**src/pkg/cdc_pkg.sv**
```systemverilog
// constants and carrier types for the clock divisor control block
package cdc_pkg;

  // ----------------------------------------------------------------
  // bus geometry
  // ----------------------------------------------------------------
  localparam int unsigned ADDR_W = 4;
  localparam int unsigned DATA_W = 16;

  // ----------------------------------------------------------------
  // register byte offsets
  // ----------------------------------------------------------------
  localparam logic [3:0] OFS_CTRL = 4'h0;
  localparam logic [3:0] OFS_STAT = 4'h4;

  // ----------------------------------------------------------------
  // control register fields
  // ----------------------------------------------------------------
  localparam int unsigned PRE_LSB   = 0;
  localparam int unsigned PRE_W     = 5;
  localparam int unsigned EN_BIT    = 11;
  localparam int unsigned RATIO_LSB = 12;
  localparam int unsigned RATIO_W   = 3;
  localparam int unsigned ROI_BIT   = 15;

  localparam logic [15:0]        CTRL_RESET  = 16'h0000;
  localparam logic [PRE_W-1:0]   PRE_RESET   = 5'h00;
  localparam logic [RATIO_W-1:0] RATIO_RESET = 3'h0;
  localparam logic [RATIO_W-1:0] RATIO_NONE  = 3'h0;

  // divide ratio is prescale field plus this offset
  localparam logic [5:0] PRE_OFFSET = 6'h02;
  localparam int unsigned CNT_W     = 6;

  // ----------------------------------------------------------------
  // status register fields
  // ----------------------------------------------------------------
  localparam int unsigned ST_PRE_LSB     = 0;
  localparam int unsigned ST_CLK_BIT     = 5;
  localparam int unsigned ST_RATIO_REF   = 8;
  localparam int unsigned ST_EN_REF      = 9;
  localparam int unsigned ST_IRQ_CLR     = 10;
  localparam logic [2:0]  STICKY_RESET   = 3'h0;

  // ----------------------------------------------------------------
  // carriers
  // ----------------------------------------------------------------
  typedef struct packed {
    logic                 restore_on_irq;
    logic [RATIO_W-1:0]   cpu_clock_reduction_ratio;
    logic                 cpu_clock_reduction_enable;
    logic [5:0]           unused;
    logic [PRE_W-1:0]     synth_input_prescale;
  } cdc_ctrl_t;

  typedef struct packed {
    logic [ADDR_W-1:0] addr;
    logic [DATA_W-1:0] wdata;
    logic              wr;
    logic              rd;
  } cdc_bus_req_t;

  typedef struct packed {
    logic irq_cleared;
    logic enable_refused;
    logic ratio_refused;
  } cdc_sticky_t;

endpackage

```
**src/rtl/cdc_top.sv**
```systemverilog
// clock divisor control register with prescaler and clock-reduction guard
//
// Added by the designer: strobed register access and the address map.
`timescale 1ns/1ns

// Function
// - The phase detector input clock is divided by the prescale field plus two, from 2 at 00000 to 33 at 11111, with 00000 after reset.
// - A write to the clock-reduction ratio is dropped while the clock-reduction enable is set.
// - An attempt to set the clock-reduction enable is dropped whenever the ratio would be 000, leaving the enable clear.
// - Only the power-on reset returns the control register to its reset value; other resets leave it alone.
// - With restore-on-interrupt set, any interrupt clears the clock-reduction enable.
module cdc_top (
  input  wire logic                          ref_clk,
  input  wire logic                          rst,
  input  wire logic                          sys_rst,
  input  wire logic                          irq_event,
  input  wire cdc_pkg::cdc_bus_req_t         bus_req,
  output logic [cdc_pkg::DATA_W-1:0]         rdata,
  output logic                               synth_pd_clk,
  output logic                               pd_boundary,
  output logic [cdc_pkg::RATIO_W-1:0]        cpu_clock_reduction_ratio,
  output logic                               cpu_clock_reduction_enable
);

  // ----------------------------------------------------------------
  // helpers
  // ----------------------------------------------------------------
  // address match for a register offset
  function automatic logic hit(
    input logic [cdc_pkg::ADDR_W-1:0] a,
    input logic [cdc_pkg::ADDR_W-1:0] ofs);
    hit = (a == ofs);
  endfunction

  // image of the control register as software reads it
  function automatic logic [cdc_pkg::DATA_W-1:0] ctrl_image(
    input cdc_pkg::cdc_ctrl_t c);
    cdc_pkg::cdc_ctrl_t t;
    t        = c;
    t.unused = '0;
    ctrl_image = t;
  endfunction

  // ----------------------------------------------------------------
  // state
  // ----------------------------------------------------------------
  cdc_pkg::cdc_ctrl_t          ctrl;
  cdc_pkg::cdc_ctrl_t          next_ctrl;
  cdc_pkg::cdc_sticky_t        sticky;
  cdc_pkg::cdc_sticky_t        next_sticky;
  logic [cdc_pkg::DATA_W-1:0]  next_rdata;
  logic [cdc_pkg::PRE_W-1:0]   applied_prescale;
  logic [cdc_pkg::RATIO_W-1:0] wr_ratio;
  logic [cdc_pkg::RATIO_W-1:0] eff_ratio;
  logic                        wr_ctrl;
  logic                        wr_stat;
  logic                        wr_en;
  logic                        ratio_drop;
  logic                        en_drop;
  logic                        irq_clear;
  logic [cdc_pkg::DATA_W-1:0]  stat_image;

  // ----------------------------------------------------------------
  // write decode and protection
  // ----------------------------------------------------------------
  always_comb begin
    wr_ctrl  = bus_req.wr && hit(bus_req.addr, cdc_pkg::OFS_CTRL);
    wr_stat  = bus_req.wr && hit(bus_req.addr, cdc_pkg::OFS_STAT);
    wr_ratio = bus_req.wdata[cdc_pkg::RATIO_LSB +: cdc_pkg::RATIO_W];
    wr_en    = bus_req.wdata[cdc_pkg::EN_BIT];

    // ratio is frozen while reduction is enabled
    ratio_drop = wr_ctrl && ctrl.cpu_clock_reduction_enable
                 && (wr_ratio != ctrl.cpu_clock_reduction_ratio);
    eff_ratio  = ctrl.cpu_clock_reduction_enable ?
                 ctrl.cpu_clock_reduction_ratio : wr_ratio;

    // enable may not be set against a 000 ratio
    en_drop = wr_ctrl && wr_en && !ctrl.cpu_clock_reduction_enable
              && (eff_ratio == cdc_pkg::RATIO_NONE);

    // interrupt-driven clear of the enable
    irq_clear = irq_event && ctrl.restore_on_irq;
  end

  // ----------------------------------------------------------------
  // control register next value
  // ----------------------------------------------------------------
  always_comb begin
    next_ctrl = ctrl;
    if (wr_ctrl) begin
      next_ctrl.synth_input_prescale =
        bus_req.wdata[cdc_pkg::PRE_LSB +: cdc_pkg::PRE_W];
      next_ctrl.restore_on_irq = bus_req.wdata[cdc_pkg::ROI_BIT];
      next_ctrl.cpu_clock_reduction_ratio = eff_ratio;
      next_ctrl.cpu_clock_reduction_enable =
        wr_en && (eff_ratio != cdc_pkg::RATIO_NONE);
    end
    // an interrupt in the same cycle as a software set still clears
    if (irq_clear) begin
      next_ctrl.cpu_clock_reduction_enable = 1'b0;
    end
    next_ctrl.unused = '0;
  end

  // ----------------------------------------------------------------
  // sticky status flags: hardware set wins over write-one-to-clear
  // ----------------------------------------------------------------
  always_comb begin
    next_sticky = sticky;
    if (wr_stat) begin
      if (bus_req.wdata[cdc_pkg::ST_RATIO_REF]) begin
        next_sticky.ratio_refused = 1'b0;
      end
      if (bus_req.wdata[cdc_pkg::ST_EN_REF]) begin
        next_sticky.enable_refused = 1'b0;
      end
      if (bus_req.wdata[cdc_pkg::ST_IRQ_CLR]) begin
        next_sticky.irq_cleared = 1'b0;
      end
    end
    if (ratio_drop) begin
      next_sticky.ratio_refused = 1'b1;
    end
    if (en_drop) begin
      next_sticky.enable_refused = 1'b1;
    end
    if (irq_clear && ctrl.cpu_clock_reduction_enable) begin
      next_sticky.irq_cleared = 1'b1;
    end
  end

  // ----------------------------------------------------------------
  // read path: data only in the cycle after the strobe
  // ----------------------------------------------------------------
  always_comb begin
    stat_image = '0;
    stat_image[cdc_pkg::ST_PRE_LSB +: cdc_pkg::PRE_W] = applied_prescale;
    stat_image[cdc_pkg::ST_CLK_BIT]   = synth_pd_clk;
    stat_image[cdc_pkg::ST_RATIO_REF] = sticky.ratio_refused;
    stat_image[cdc_pkg::ST_EN_REF]    = sticky.enable_refused;
    stat_image[cdc_pkg::ST_IRQ_CLR]   = sticky.irq_cleared;
    next_rdata = '0;
    if (bus_req.rd) begin
      if (hit(bus_req.addr, cdc_pkg::OFS_CTRL)) begin
        next_rdata = ctrl_image(ctrl);
      end else if (hit(bus_req.addr, cdc_pkg::OFS_STAT)) begin
        next_rdata = stat_image;
      end else begin
        next_rdata = '0;
      end
    end
  end

  // ----------------------------------------------------------------
  // registers: only the power-on reset touches them
  // ----------------------------------------------------------------
  always_ff @(posedge ref_clk or posedge rst) begin
    if (rst) begin
      ctrl   <= cdc_pkg::cdc_ctrl_t'(cdc_pkg::CTRL_RESET);
      sticky <= cdc_pkg::cdc_sticky_t'(cdc_pkg::STICKY_RESET);
      rdata  <= '0;
    end else begin
      ctrl   <= next_ctrl;
      sticky <= next_sticky;
      rdata  <= next_rdata;
    end
  end

  // ----------------------------------------------------------------
  // outputs of the reduction fields
  // ----------------------------------------------------------------
  always_comb begin
    cpu_clock_reduction_ratio  = ctrl.cpu_clock_reduction_ratio;
    cpu_clock_reduction_enable = ctrl.cpu_clock_reduction_enable;
  end

  // ----------------------------------------------------------------
  // phase detector prescaler; other resets restart its count and load the pending prescale factor
  // ----------------------------------------------------------------
  cdc_prescaler u_prescaler (
    .ref_clk          (ref_clk),
    .rst              (rst),
    .restart          (sys_rst),
    .prescale_factor  (ctrl.synth_input_prescale),
    .synth_pd_clk     (synth_pd_clk),
    .pd_boundary      (pd_boundary),
    .applied_prescale (applied_prescale)
  );

endmodule // cdc_top

```
**src/rtl/cdc_prescaler.sv**
```systemverilog
// glitch-free divider feeding the synthesiser phase detector
`timescale 1ns/1ns
module cdc_prescaler (
  input  wire logic                    ref_clk,
  input  wire logic                    rst,
  input  wire logic                    restart,
  input  wire logic [cdc_pkg::PRE_W-1:0] prescale_factor,
  output logic                         synth_pd_clk,
  output logic                         pd_boundary,
  output logic [cdc_pkg::PRE_W-1:0]    applied_prescale
);

  // ----------------------------------------------------------------
  // helpers
  // ----------------------------------------------------------------
  // last count of a period: divide ratio minus one
  function automatic logic [cdc_pkg::CNT_W-1:0] last_count(
    input logic [cdc_pkg::PRE_W-1:0] f);
    last_count = 6'({1'b0, f}) + cdc_pkg::PRE_OFFSET - 6'h01;
  endfunction

  // output stays high while the count is below half the ratio, rounded down
  function automatic logic [cdc_pkg::CNT_W-1:0] high_len(
    input logic [cdc_pkg::PRE_W-1:0] f);
    logic [cdc_pkg::CNT_W-1:0] d;
    d = 6'({1'b0, f}) + cdc_pkg::PRE_OFFSET;
    high_len = d >> 1;
  endfunction

  logic [cdc_pkg::CNT_W-1:0] cnt;
  logic [cdc_pkg::CNT_W-1:0] next_cnt;
  logic [cdc_pkg::PRE_W-1:0] next_applied;
  logic                      next_clk;
  logic                      next_boundary;
  logic                      at_last;

  // ----------------------------------------------------------------
  // next state
  // ----------------------------------------------------------------
  always_comb begin
    at_last       = (cnt == last_count(applied_prescale));
    next_boundary = at_last;
    if (restart) begin
      next_cnt      = '0;
      next_applied  = prescale_factor;
      next_boundary = 1'b0;
    end else if (at_last) begin
      next_cnt     = '0;
      next_applied = prescale_factor;
    end else begin
      next_cnt     = cnt + 6'h01;
      next_applied = applied_prescale;
    end
    next_clk = (next_cnt < high_len(next_applied));
  end

  always_ff @(posedge ref_clk or posedge rst) begin
    if (rst) begin
      cnt              <= '0;
      applied_prescale <= cdc_pkg::PRE_RESET;
      synth_pd_clk     <= 1'b1;
      pd_boundary      <= 1'b0;
    end else begin
      cnt              <= next_cnt;
      applied_prescale <= next_applied;
      synth_pd_clk     <= next_clk;
      pd_boundary      <= next_boundary;
    end
  end

endmodule // cdc_prescaler

```
**config.mk**
```make
export PLATFORM = sky130hd
export DESIGN_NAME = cdc_top
export DESIGN_NICKNAME = d
export VERILOG_FILES = /design/src/pkg/cdc_pkg.sv /design/src/rtl/cdc_top.sv /design/src/rtl/cdc_prescaler.sv
export SDC_FILE = /design/constraint.sdc
export NUM_CORES = 1
export LEC_CHECK = 0
export BUFFER_PORTS_ARGS = -buffer_cell sky130_fd_sc_hd__buf_2
export CORE_ASPECT_RATIO = 0.5
export CORE_MARGIN = 5
export CORE_UTILIZATION = 38
export DETAILED_ROUTE_END_ITERATION = 6
export MAX_ROUTING_LAYER = met4
export REMOVE_ABC_BUFFERS = 1
export SLEW_MARGIN = 10
export SYNTH_ARGS = -nofsm -noshare
export SYNTH_HDL_FRONTEND = slang
export SYNTH_HIERARCHICAL = 1
export SYNTH_SLANG_ARGS = --single-unit
```
**constraint.sdc**
```tcl
create_clock -name ref_clk -period 3.67 [get_ports ref_clk]
set_clock_uncertainty 0.15 [all_clocks]
set_input_delay 0.734 -clock ref_clk [delete_from_list [all_inputs] [get_ports ref_clk]]
set_output_delay 0.734 -clock ref_clk [all_outputs]
set_load 0.01 [all_outputs]
```
==> results of run 1 <==
[timing repair]
item,in CTS,in global routing
buffers inserted,0,0
setup endpoints to repair,0,1
resized for setup,0,3
[layout make-up]
type                       instances  area [um^2]
fill                             472         2630
sequential                        40         1000
multi-input combinational        112          880
timing repair buffer              44          225
tap                               70         87.6
clock buffer                       6         82.6
clock inverter                     2         38.8
inverter                           8         30.0
[stage by stage]
stage                     power (mW)  instances  setup slack, ns  utilization  instance area, um^2
final                           1.44        282            0.272        0.472                 2350
after detailed placement        1.06        274            0.196        0.446                 2220
after global routing            1.54        282           0.0280        0.472                 2350
after floorplan                0.930        160            0.291            -                 1910
after global placement          1.05        274            0.185        0.446                 2220
after CTS                       1.45        282            0.158        0.471                 2340
[power breakdown]
group	internal [mW]	switching [mW]
Clock	0.222	0.164
Sequential	0.529	0.109
Combinational	0.219	0.199
[state kept, by name, indices dropped and copies added (netlist names)]
| signal | count |
|---|---|
| stat_image | 3 |
| ctrl | 6 |
| cpu_clock_reduction_ratio | 3 |
| u_prescaler/pd_boundary | 1 |
| u_prescaler/cnt | 6 |
| u_prescaler/applied_prescale | 5 |
| rdata | 14 |
| u_prescaler/synth_pd_clk | 1 |
| cpu_clock_reduction_enable | 1 |
[synthesized netlist by cell type (2+ instances only)]
cell type / n
a21o_1: 2
a22o_1: 5
a32o_1: 3
and2_1: 9
and3_1: 4
buf_4: 5
clkbuf_1: 3
dfrtp_1: 39
ha_1: 7
inv_1: 8
mux2_2: 13
nand2_1: 3
nand3_1: 12
nand4_1: 2
nor2_1: 9
nor3b_1: 2
o21ai_0: 4
xnor2_1: 10
xor2_1: 7
[per-layer routing]
layer | routed length, um | vias up | global-route usage
li1 | - | 670 | -
met5 | 0 | - | -
met4 | 83 | 0 | 0.0676
met3 | 144 | 8 | 0.0339
met2 | 1990 | 27 | 0.233
met1 | 1730 | 663 | 0.136
[path summary, 6_finish.rpt]
path	cells past startpoint	slack (ns)	start	to
worst min-delay path	2	0.31	rst	u_prescaler/applied_prescale[0]$_DFFE_PP0P_
worst min register to register	1	0.33	stat_image[10]$_DFFE_PP0P_	rdata[10]$_DFF_PP0_
max in group asynchronous	2	2.25	rst	rdata[3]$_DFF_PP0_
worst max register to register	13	0.27	u_prescaler/applied_prescale[1]$_DFF_PP0_	u_prescaler/synth_pd_clk$_DFF_PP1_
min in group ref_clk	1	0.33	stat_image[10]$_DFFE_PP0P_	rdata[10]$_DFF_PP0_
worst max-delay path	13	0.27	u_prescaler/applied_prescale[1]$_DFF_PP0_	u_prescaler/synth_pd_clk$_DFF_PP1_
[worst register-to-register path, delay by kind of cell (launching register included)]
kind            cells  cell delay [ns]
compound gates      5             0.96
xor+xnor            1             0.17
fa+ha+maj           3             0.67
flops               1             0.44
mux                 1             0.30
simple gates        3             0.61
[kinds of logic after synthesis]
family	Yosys count	synth area share
and+or+nand+nor	51	0.156
DFF	40	0.509
AOI/OAI and AO/OA	22	0.0908
buffers and inverters	18	0.0483
xor gates and xnor gates	17	0.0756
muxes	13	0.0743
adders and majority gates	7	0.0445
other	1	0.00190
==> results.py, run 1 <==
metrics = {
    "timing": {
        "rsz0062_at_grt": "no",
        "finalCritPeriodShare": 0.926,
        "hold_slack_ns": 0.306,
        "setup_viol": 0,
        "final_hold_viol_count": 0,
        "slew_headroom": 0.340,
        "period_needed_ns": 3.40,
        "slew_viol_final": 0,
        "worst_pin_slew_ns": 0.989,
        "final.setup.tns_ns": 0,
        "fmax_mhz": 294,
    },
    "clocking": {
        "tritoncts": "done",
        "cts_buffers": 5,
        "cts-hold-fix-buffers": 0,
        "cts.htree.levels": 2,
        "clock_sinks": 40,
        "clk_pin_slew_ns": 0.08,
        "cts-root-buf": "clkbuf_8",
        "clkLatencyLatePin_ns": 0.30,
        "clock_path_buffers": 2,
    },
    "run": {
        "cap_violations": 0,
    },
    "global_routing": {
        "grt_pass1_wl_mm": 6.51,
        "track_usage": 0.130,
        "overflow": 0,
        "grt_pass1_vias": 1415,
        "antenna_found_initial": 0,
        "grt_max_degree": 28,
    },
    "synth": {
        "synth_top_area_frac": 0.496,
        "netlist_instances": 169,
        "yosysUniqueCellTypes": 41,
        "avgSynthCellArea_um2": 11.7,
        "netlist_area_um2": 1970,
        "synthArstFlopShare": 1.00,
        "synth_top_cells_by_area": "dfrtp_1, mux2_2, ha_1",
        "synth_edf_count": 0,
        "synth_seq_area_share": 0.509,
        "synth-seq-cells": 40,
        "yosysTopAreaCell": "dfrtp_1",
        "synth_warnings": 6,
        "ys.flop_type": "dfrtp_1",
    },
    "detailed_routing": {
        "drt-total-wl_mm": 3.94,
        "viasPerCell": 4.85,
        "ant_nets": 0,
        "drtIter0Drc": 49,
        "drc": 0,
        "avgRoutedWirePerCell_um": 14.0,
        "first_pass_iters": 4,
        "vias": 1368,
    },
    "power": {
        "vdd_ir_drop_max_mv": 0.209,
        "leakage_nw": 1.17,
        "power_density_nw_per_um2": 614,
    },
    "min_path": {
        "min_path_type": "in2async",
    },
    "floorplan": {
        "core_um2": 4980,
        "rows": 18,
        "die_area_um2": 6810,
        "die_x_um": 112,
        "initial_core_util": 0.396,
        "die_h_um": 60.9,
        "ioPinCount": 48,
    },
    "critical_path": {
        "path_class": "reg2reg",
        "cp_data_arrival_time_ns": 3.46,
        "worst-path-buf-inv": 0,
        "crit_path_top_delay_cell": "dfrtp_2",
        "cp.required_ns": 3.73,
        "critPathMaxFanout": 9,
        "cp_slowest_stage_delay_ns": 0.44,
        "worstPathCellList": "ha_2 -> and3b_1 -> o221ai_1 -> o21ai_1 -> a41o_2 -> mux2_2 -> ha_1 -> xnor2_1 -> ha_1 -> nand4_1 -> a21oi_1 -> or3b_1 -> a221oi_2",
        "cpMostUsedCell": "ha_1",
        "cp-end-kind": "flop",
        "startpoint_type": "flop",
        "critical-path-top-delay-family": "compound AO/OA/AOI/OAI gates",
    },
    "outcome": {
        "status": "finished, final reports clean",
    },
    "finish": {
        "final_cell_mix": "buf_2, dfrtp_1, mux2_2, nand3_1, xnor2_1",
        "fin_nets": 244,
        "drive_gt1_frac": 0.354,
        "final_common_cell": "buf_2",
        "area_growth_pct": 19.2,
        "n_antenna_cell": 0,
    },
    "placement": {
        "io_buffers": 42,
        "place.gp.congestion": 0.829,
        "hpwl_mm": 2.88,
    },
}
(Power assumes the default switching activity.)
==> inputs of run 2 (changes only) <==
- GPL_TIMING_DRIVEN: unset -> 0
==> run 2 against run 1 <==
Fmax shrank 2.7%. Clock power is essentially flat. Global-route usage grew 0.19 points. Clock-buffer cell count is the same. Utilization grew 1.6 points. Sequential share of layout area shrank 1.4 points. Total power grew 4.6%. Final area grew 3.5%. Sequential power grew 0.8%. Via count grew 4.8%. Critical endpoint unchanged. Highest routed layer unchanged.
==> results.py, run 2 (synthesis results as in run 1) <==
metrics = {
    "power": {
        "power_density_nw_per_um2": 621,
        "vdd_ir_drop_max_mv": 0.206,
        "power_mw": 1.51,
        "leakage_nw": 1.20,
    },
    "finish": {
        "largest_registers": "rdata (14), ctrl (6), u_prescaler/cnt (6)",
        "area_growth_pct": 23.3,
        "drive_gt1_frac": 0.394,
        "largest_reg_flops": 14,
        "fillers": 465,
        "fin_nets": 250,
        "final_common_cell": "buf_2",
        "n_antenna_cell": 0,
        "regMostFlops": "rdata",
        "final_area_um2": 2430,
        "final_cell_mix": "buf_2, dfrtp_1, mux2_2, nand3_1",
    },
    "clocking": {
        "clkLatencyLatePin_ns": 0.30,
        "tritoncts": "done",
        "cts-root-buf": "clkbuf_8",
        "clock_sinks": 40,
        "clk_pin_slew_ns": 0.08,
        "clock_path_buffers": 2,
        "cts-hold-fix-buffers": 0,
        "cts_buffers": 5,
        "cts.htree.levels": 2,
    },
    "timing": {
        "slew_headroom": 0.345,
        "final_hold_viol_count": 0,
        "fmax_mhz": 286,
        "worst_pin_slew_ns": 0.981,
        "period_needed_ns": 3.49,
        "setup_viol": 0,
        "finalCritPeriodShare": 0.952,
        "slew_viol_final": 0,
        "rsz0062_at_grt": "no",
    },
    "critical_path": {
        "startpoint_type": "flop",
        "r2r_start": "u_prescaler/applied_prescale[0]$_DFFE_PP0P_",
        "worstPathCellList": "ha_2 -> and3b_1 -> o221ai_1 -> o21ai_2 -> a41o_4 -> buf_4 -> buf_4 -> mux2_2 -> xnor2_2 -> ha_1 -> nand4_1 -> a21oi_1 -> or3b_1 -> a221oi_2",
        "cp.required_ns": 3.72,
        "critPathMaxFanout": 6,
        "cpMostUsedCell": "buf_4",
        "reg2reg_setup_slack_ns": 0.18,
        "reg2reg_depth": 14,
        "crit_path_top_delay_cell": "dfrtp_2",
        "critical-path-top-delay-family": "compound AO/OA/AOI/OAI gates",
        "path_class": "reg2reg",
        "cp-end-kind": "flop",
        "cp_data_arrival_time_ns": 3.55,
        "worst-path-buf-inv": 2,
        "cp_slowest_stage_delay_ns": 0.46,
        "regToRegEndpoint": "u_prescaler/synth_pd_clk$_DFF_PP1_",
    },
    "global_routing": {
        "grt_pass1_wl_mm": 6.72,
        "grt_max_degree": 28,
        "overflow": 0,
        "antenna_found_initial": 0,
        "grt_pass1_vias": 1449,
        "track_usage": 0.132,
    },
    "detailed_routing": {
        "first_pass_iters": 4,
        "drtIter0Drc": 89,
        "drc": 0,
        "ant_nets": 0,
        "viasPerCell": 4.98,
        "vias": 1434,
        "avgRoutedWirePerCell_um": 14.4,
        "drt-total-wl_mm": 4.13,
    },
    "floorplan": {
        "initial_core_util": 0.396,
        "core_um2": 4980,
        "die_h_um": 60.9,
        "ioPinCount": 48,
        "rows": 18,
        "die_area_um2": 6810,
        "die_x_um": 112,
    },
    "placement": {
        "hpwl_mm": 2.93,
        "io_buffers": 42,
        "place.gp.congestion": 0.805,
        "placed_area_um2": 2210,
    },
    "run": {
        "cap_violations": 0,
    },
    "min_path": {
        "min_path_type": "in2async",
    },
    "outcome": {
        "status": "finished, final reports clean",
    },
}
==> run 2: changes by cell type in the layout (fill, tap and decap cells not counted), sizes merged <==
cell / change
a41o: +1
buf: +5
==> run 2: worst max-delay path by stage <==
| stage | cells after the start | end | slack, ns | start |
|---|---|---|---|---|
| floorplan | 13 | u_prescaler/synth_pd_clk$_DFF_PP1_ | 0.29 | u_prescaler/applied_prescale[0]$_DFFE_PP0P_ |
| global placement | 13 | u_prescaler/synth_pd_clk$_DFF_PP1_ | -0.08 | u_prescaler/applied_prescale[0]$_DFFE_PP0P_ |
| detailed placement | 13 | u_prescaler/synth_pd_clk$_DFF_PP1_ | -0.16 | u_prescaler/applied_prescale[0]$_DFFE_PP0P_ |
| CTS | 13 | u_prescaler/synth_pd_clk$_DFF_PP1_ | 0.05 | u_prescaler/applied_prescale[0]$_DFFE_PP0P_ |
| global route | 13 | u_prescaler/synth_pd_clk$_DFF_PP1_ | 0.003 | u_prescaler/applied_prescale[0]$_DFFE_PP0P_ |
| finish | 14 | u_prescaler/synth_pd_clk$_DFF_PP1_ | 0.18 | u_prescaler/applied_prescale[0]$_DFFE_PP0P_ |
==> run 2: layer usage <==
| metal | up-vias | GRT usage | part of all wire |
|---|---|---|---|
| li1 | 692 | - | - |
| met1 | 700 | 0.137 | 0.42 |
| met4 | 0 | 0.0745 | 0.023 |
| met3 | 11 | 0.0369 | 0.044 |
| met2 | 31 | 0.233 | 0.51 |
| met5 | - | - | 0 |
==> run 2: stage by stage <==
step,std cells,hold slack (ns),TNS [ns],worst slack [ns],utilization
after global routing,288,0.374,0,0.00264,0.488
after floorplan,160,0.304,0,0.291,-
after global placement,272,0.314,-0.0752,-0.0752,0.443
final,288,0.314,0,0.176,0.488
after CTS,280,0.333,0,0.0470,0.470
after detailed placement,272,0.327,-0.159,-0.159,0.443
==> run 2: layout make-up <==
cell class	count	area, um^2	share of cell area
flip-flops and latches	40	1000	0.414
multi-input cells	113	922	0.380
repair buffers	49	263	0.108
well taps	70	87.6	0.0361
clock buffers	6	82.6	0.0340
clock inverters	2	38.8	0.0160
inverters	8	30.0	0.0124
==> run 2: power by group <==
group	switching [mW]	internal, mW	total [mW]
sequential	0.113	0.530	0.642
clock	0.162	0.222	0.385
combinational	0.231	0.251	0.481
==> run 2: what timing repair did <==
item | CTS | global route
gates resized for setup | 2 | 7
buffers inserted | 0 | 7
endpoints found under the setup margin | 1 | 1
pin swaps | 0 | 1
cloned | 0 | 1
==> run 2: worst reg2reg max path: cells and delay by family, from the launching register on <==
| family | cells | cell delay (ns) |
|---|---|---|
| xor gates and xnor gates | 1 | 0.14 |
| DFF | 1 | 0.46 |
| muxes | 1 | 0.29 |
| buffers and inverters | 2 | 0.26 |
| AOI/OAI and AO/OA | 5 | 0.93 |
| adders and majority gates | 2 | 0.53 |
| and+or+nand+nor | 3 | 0.63 |
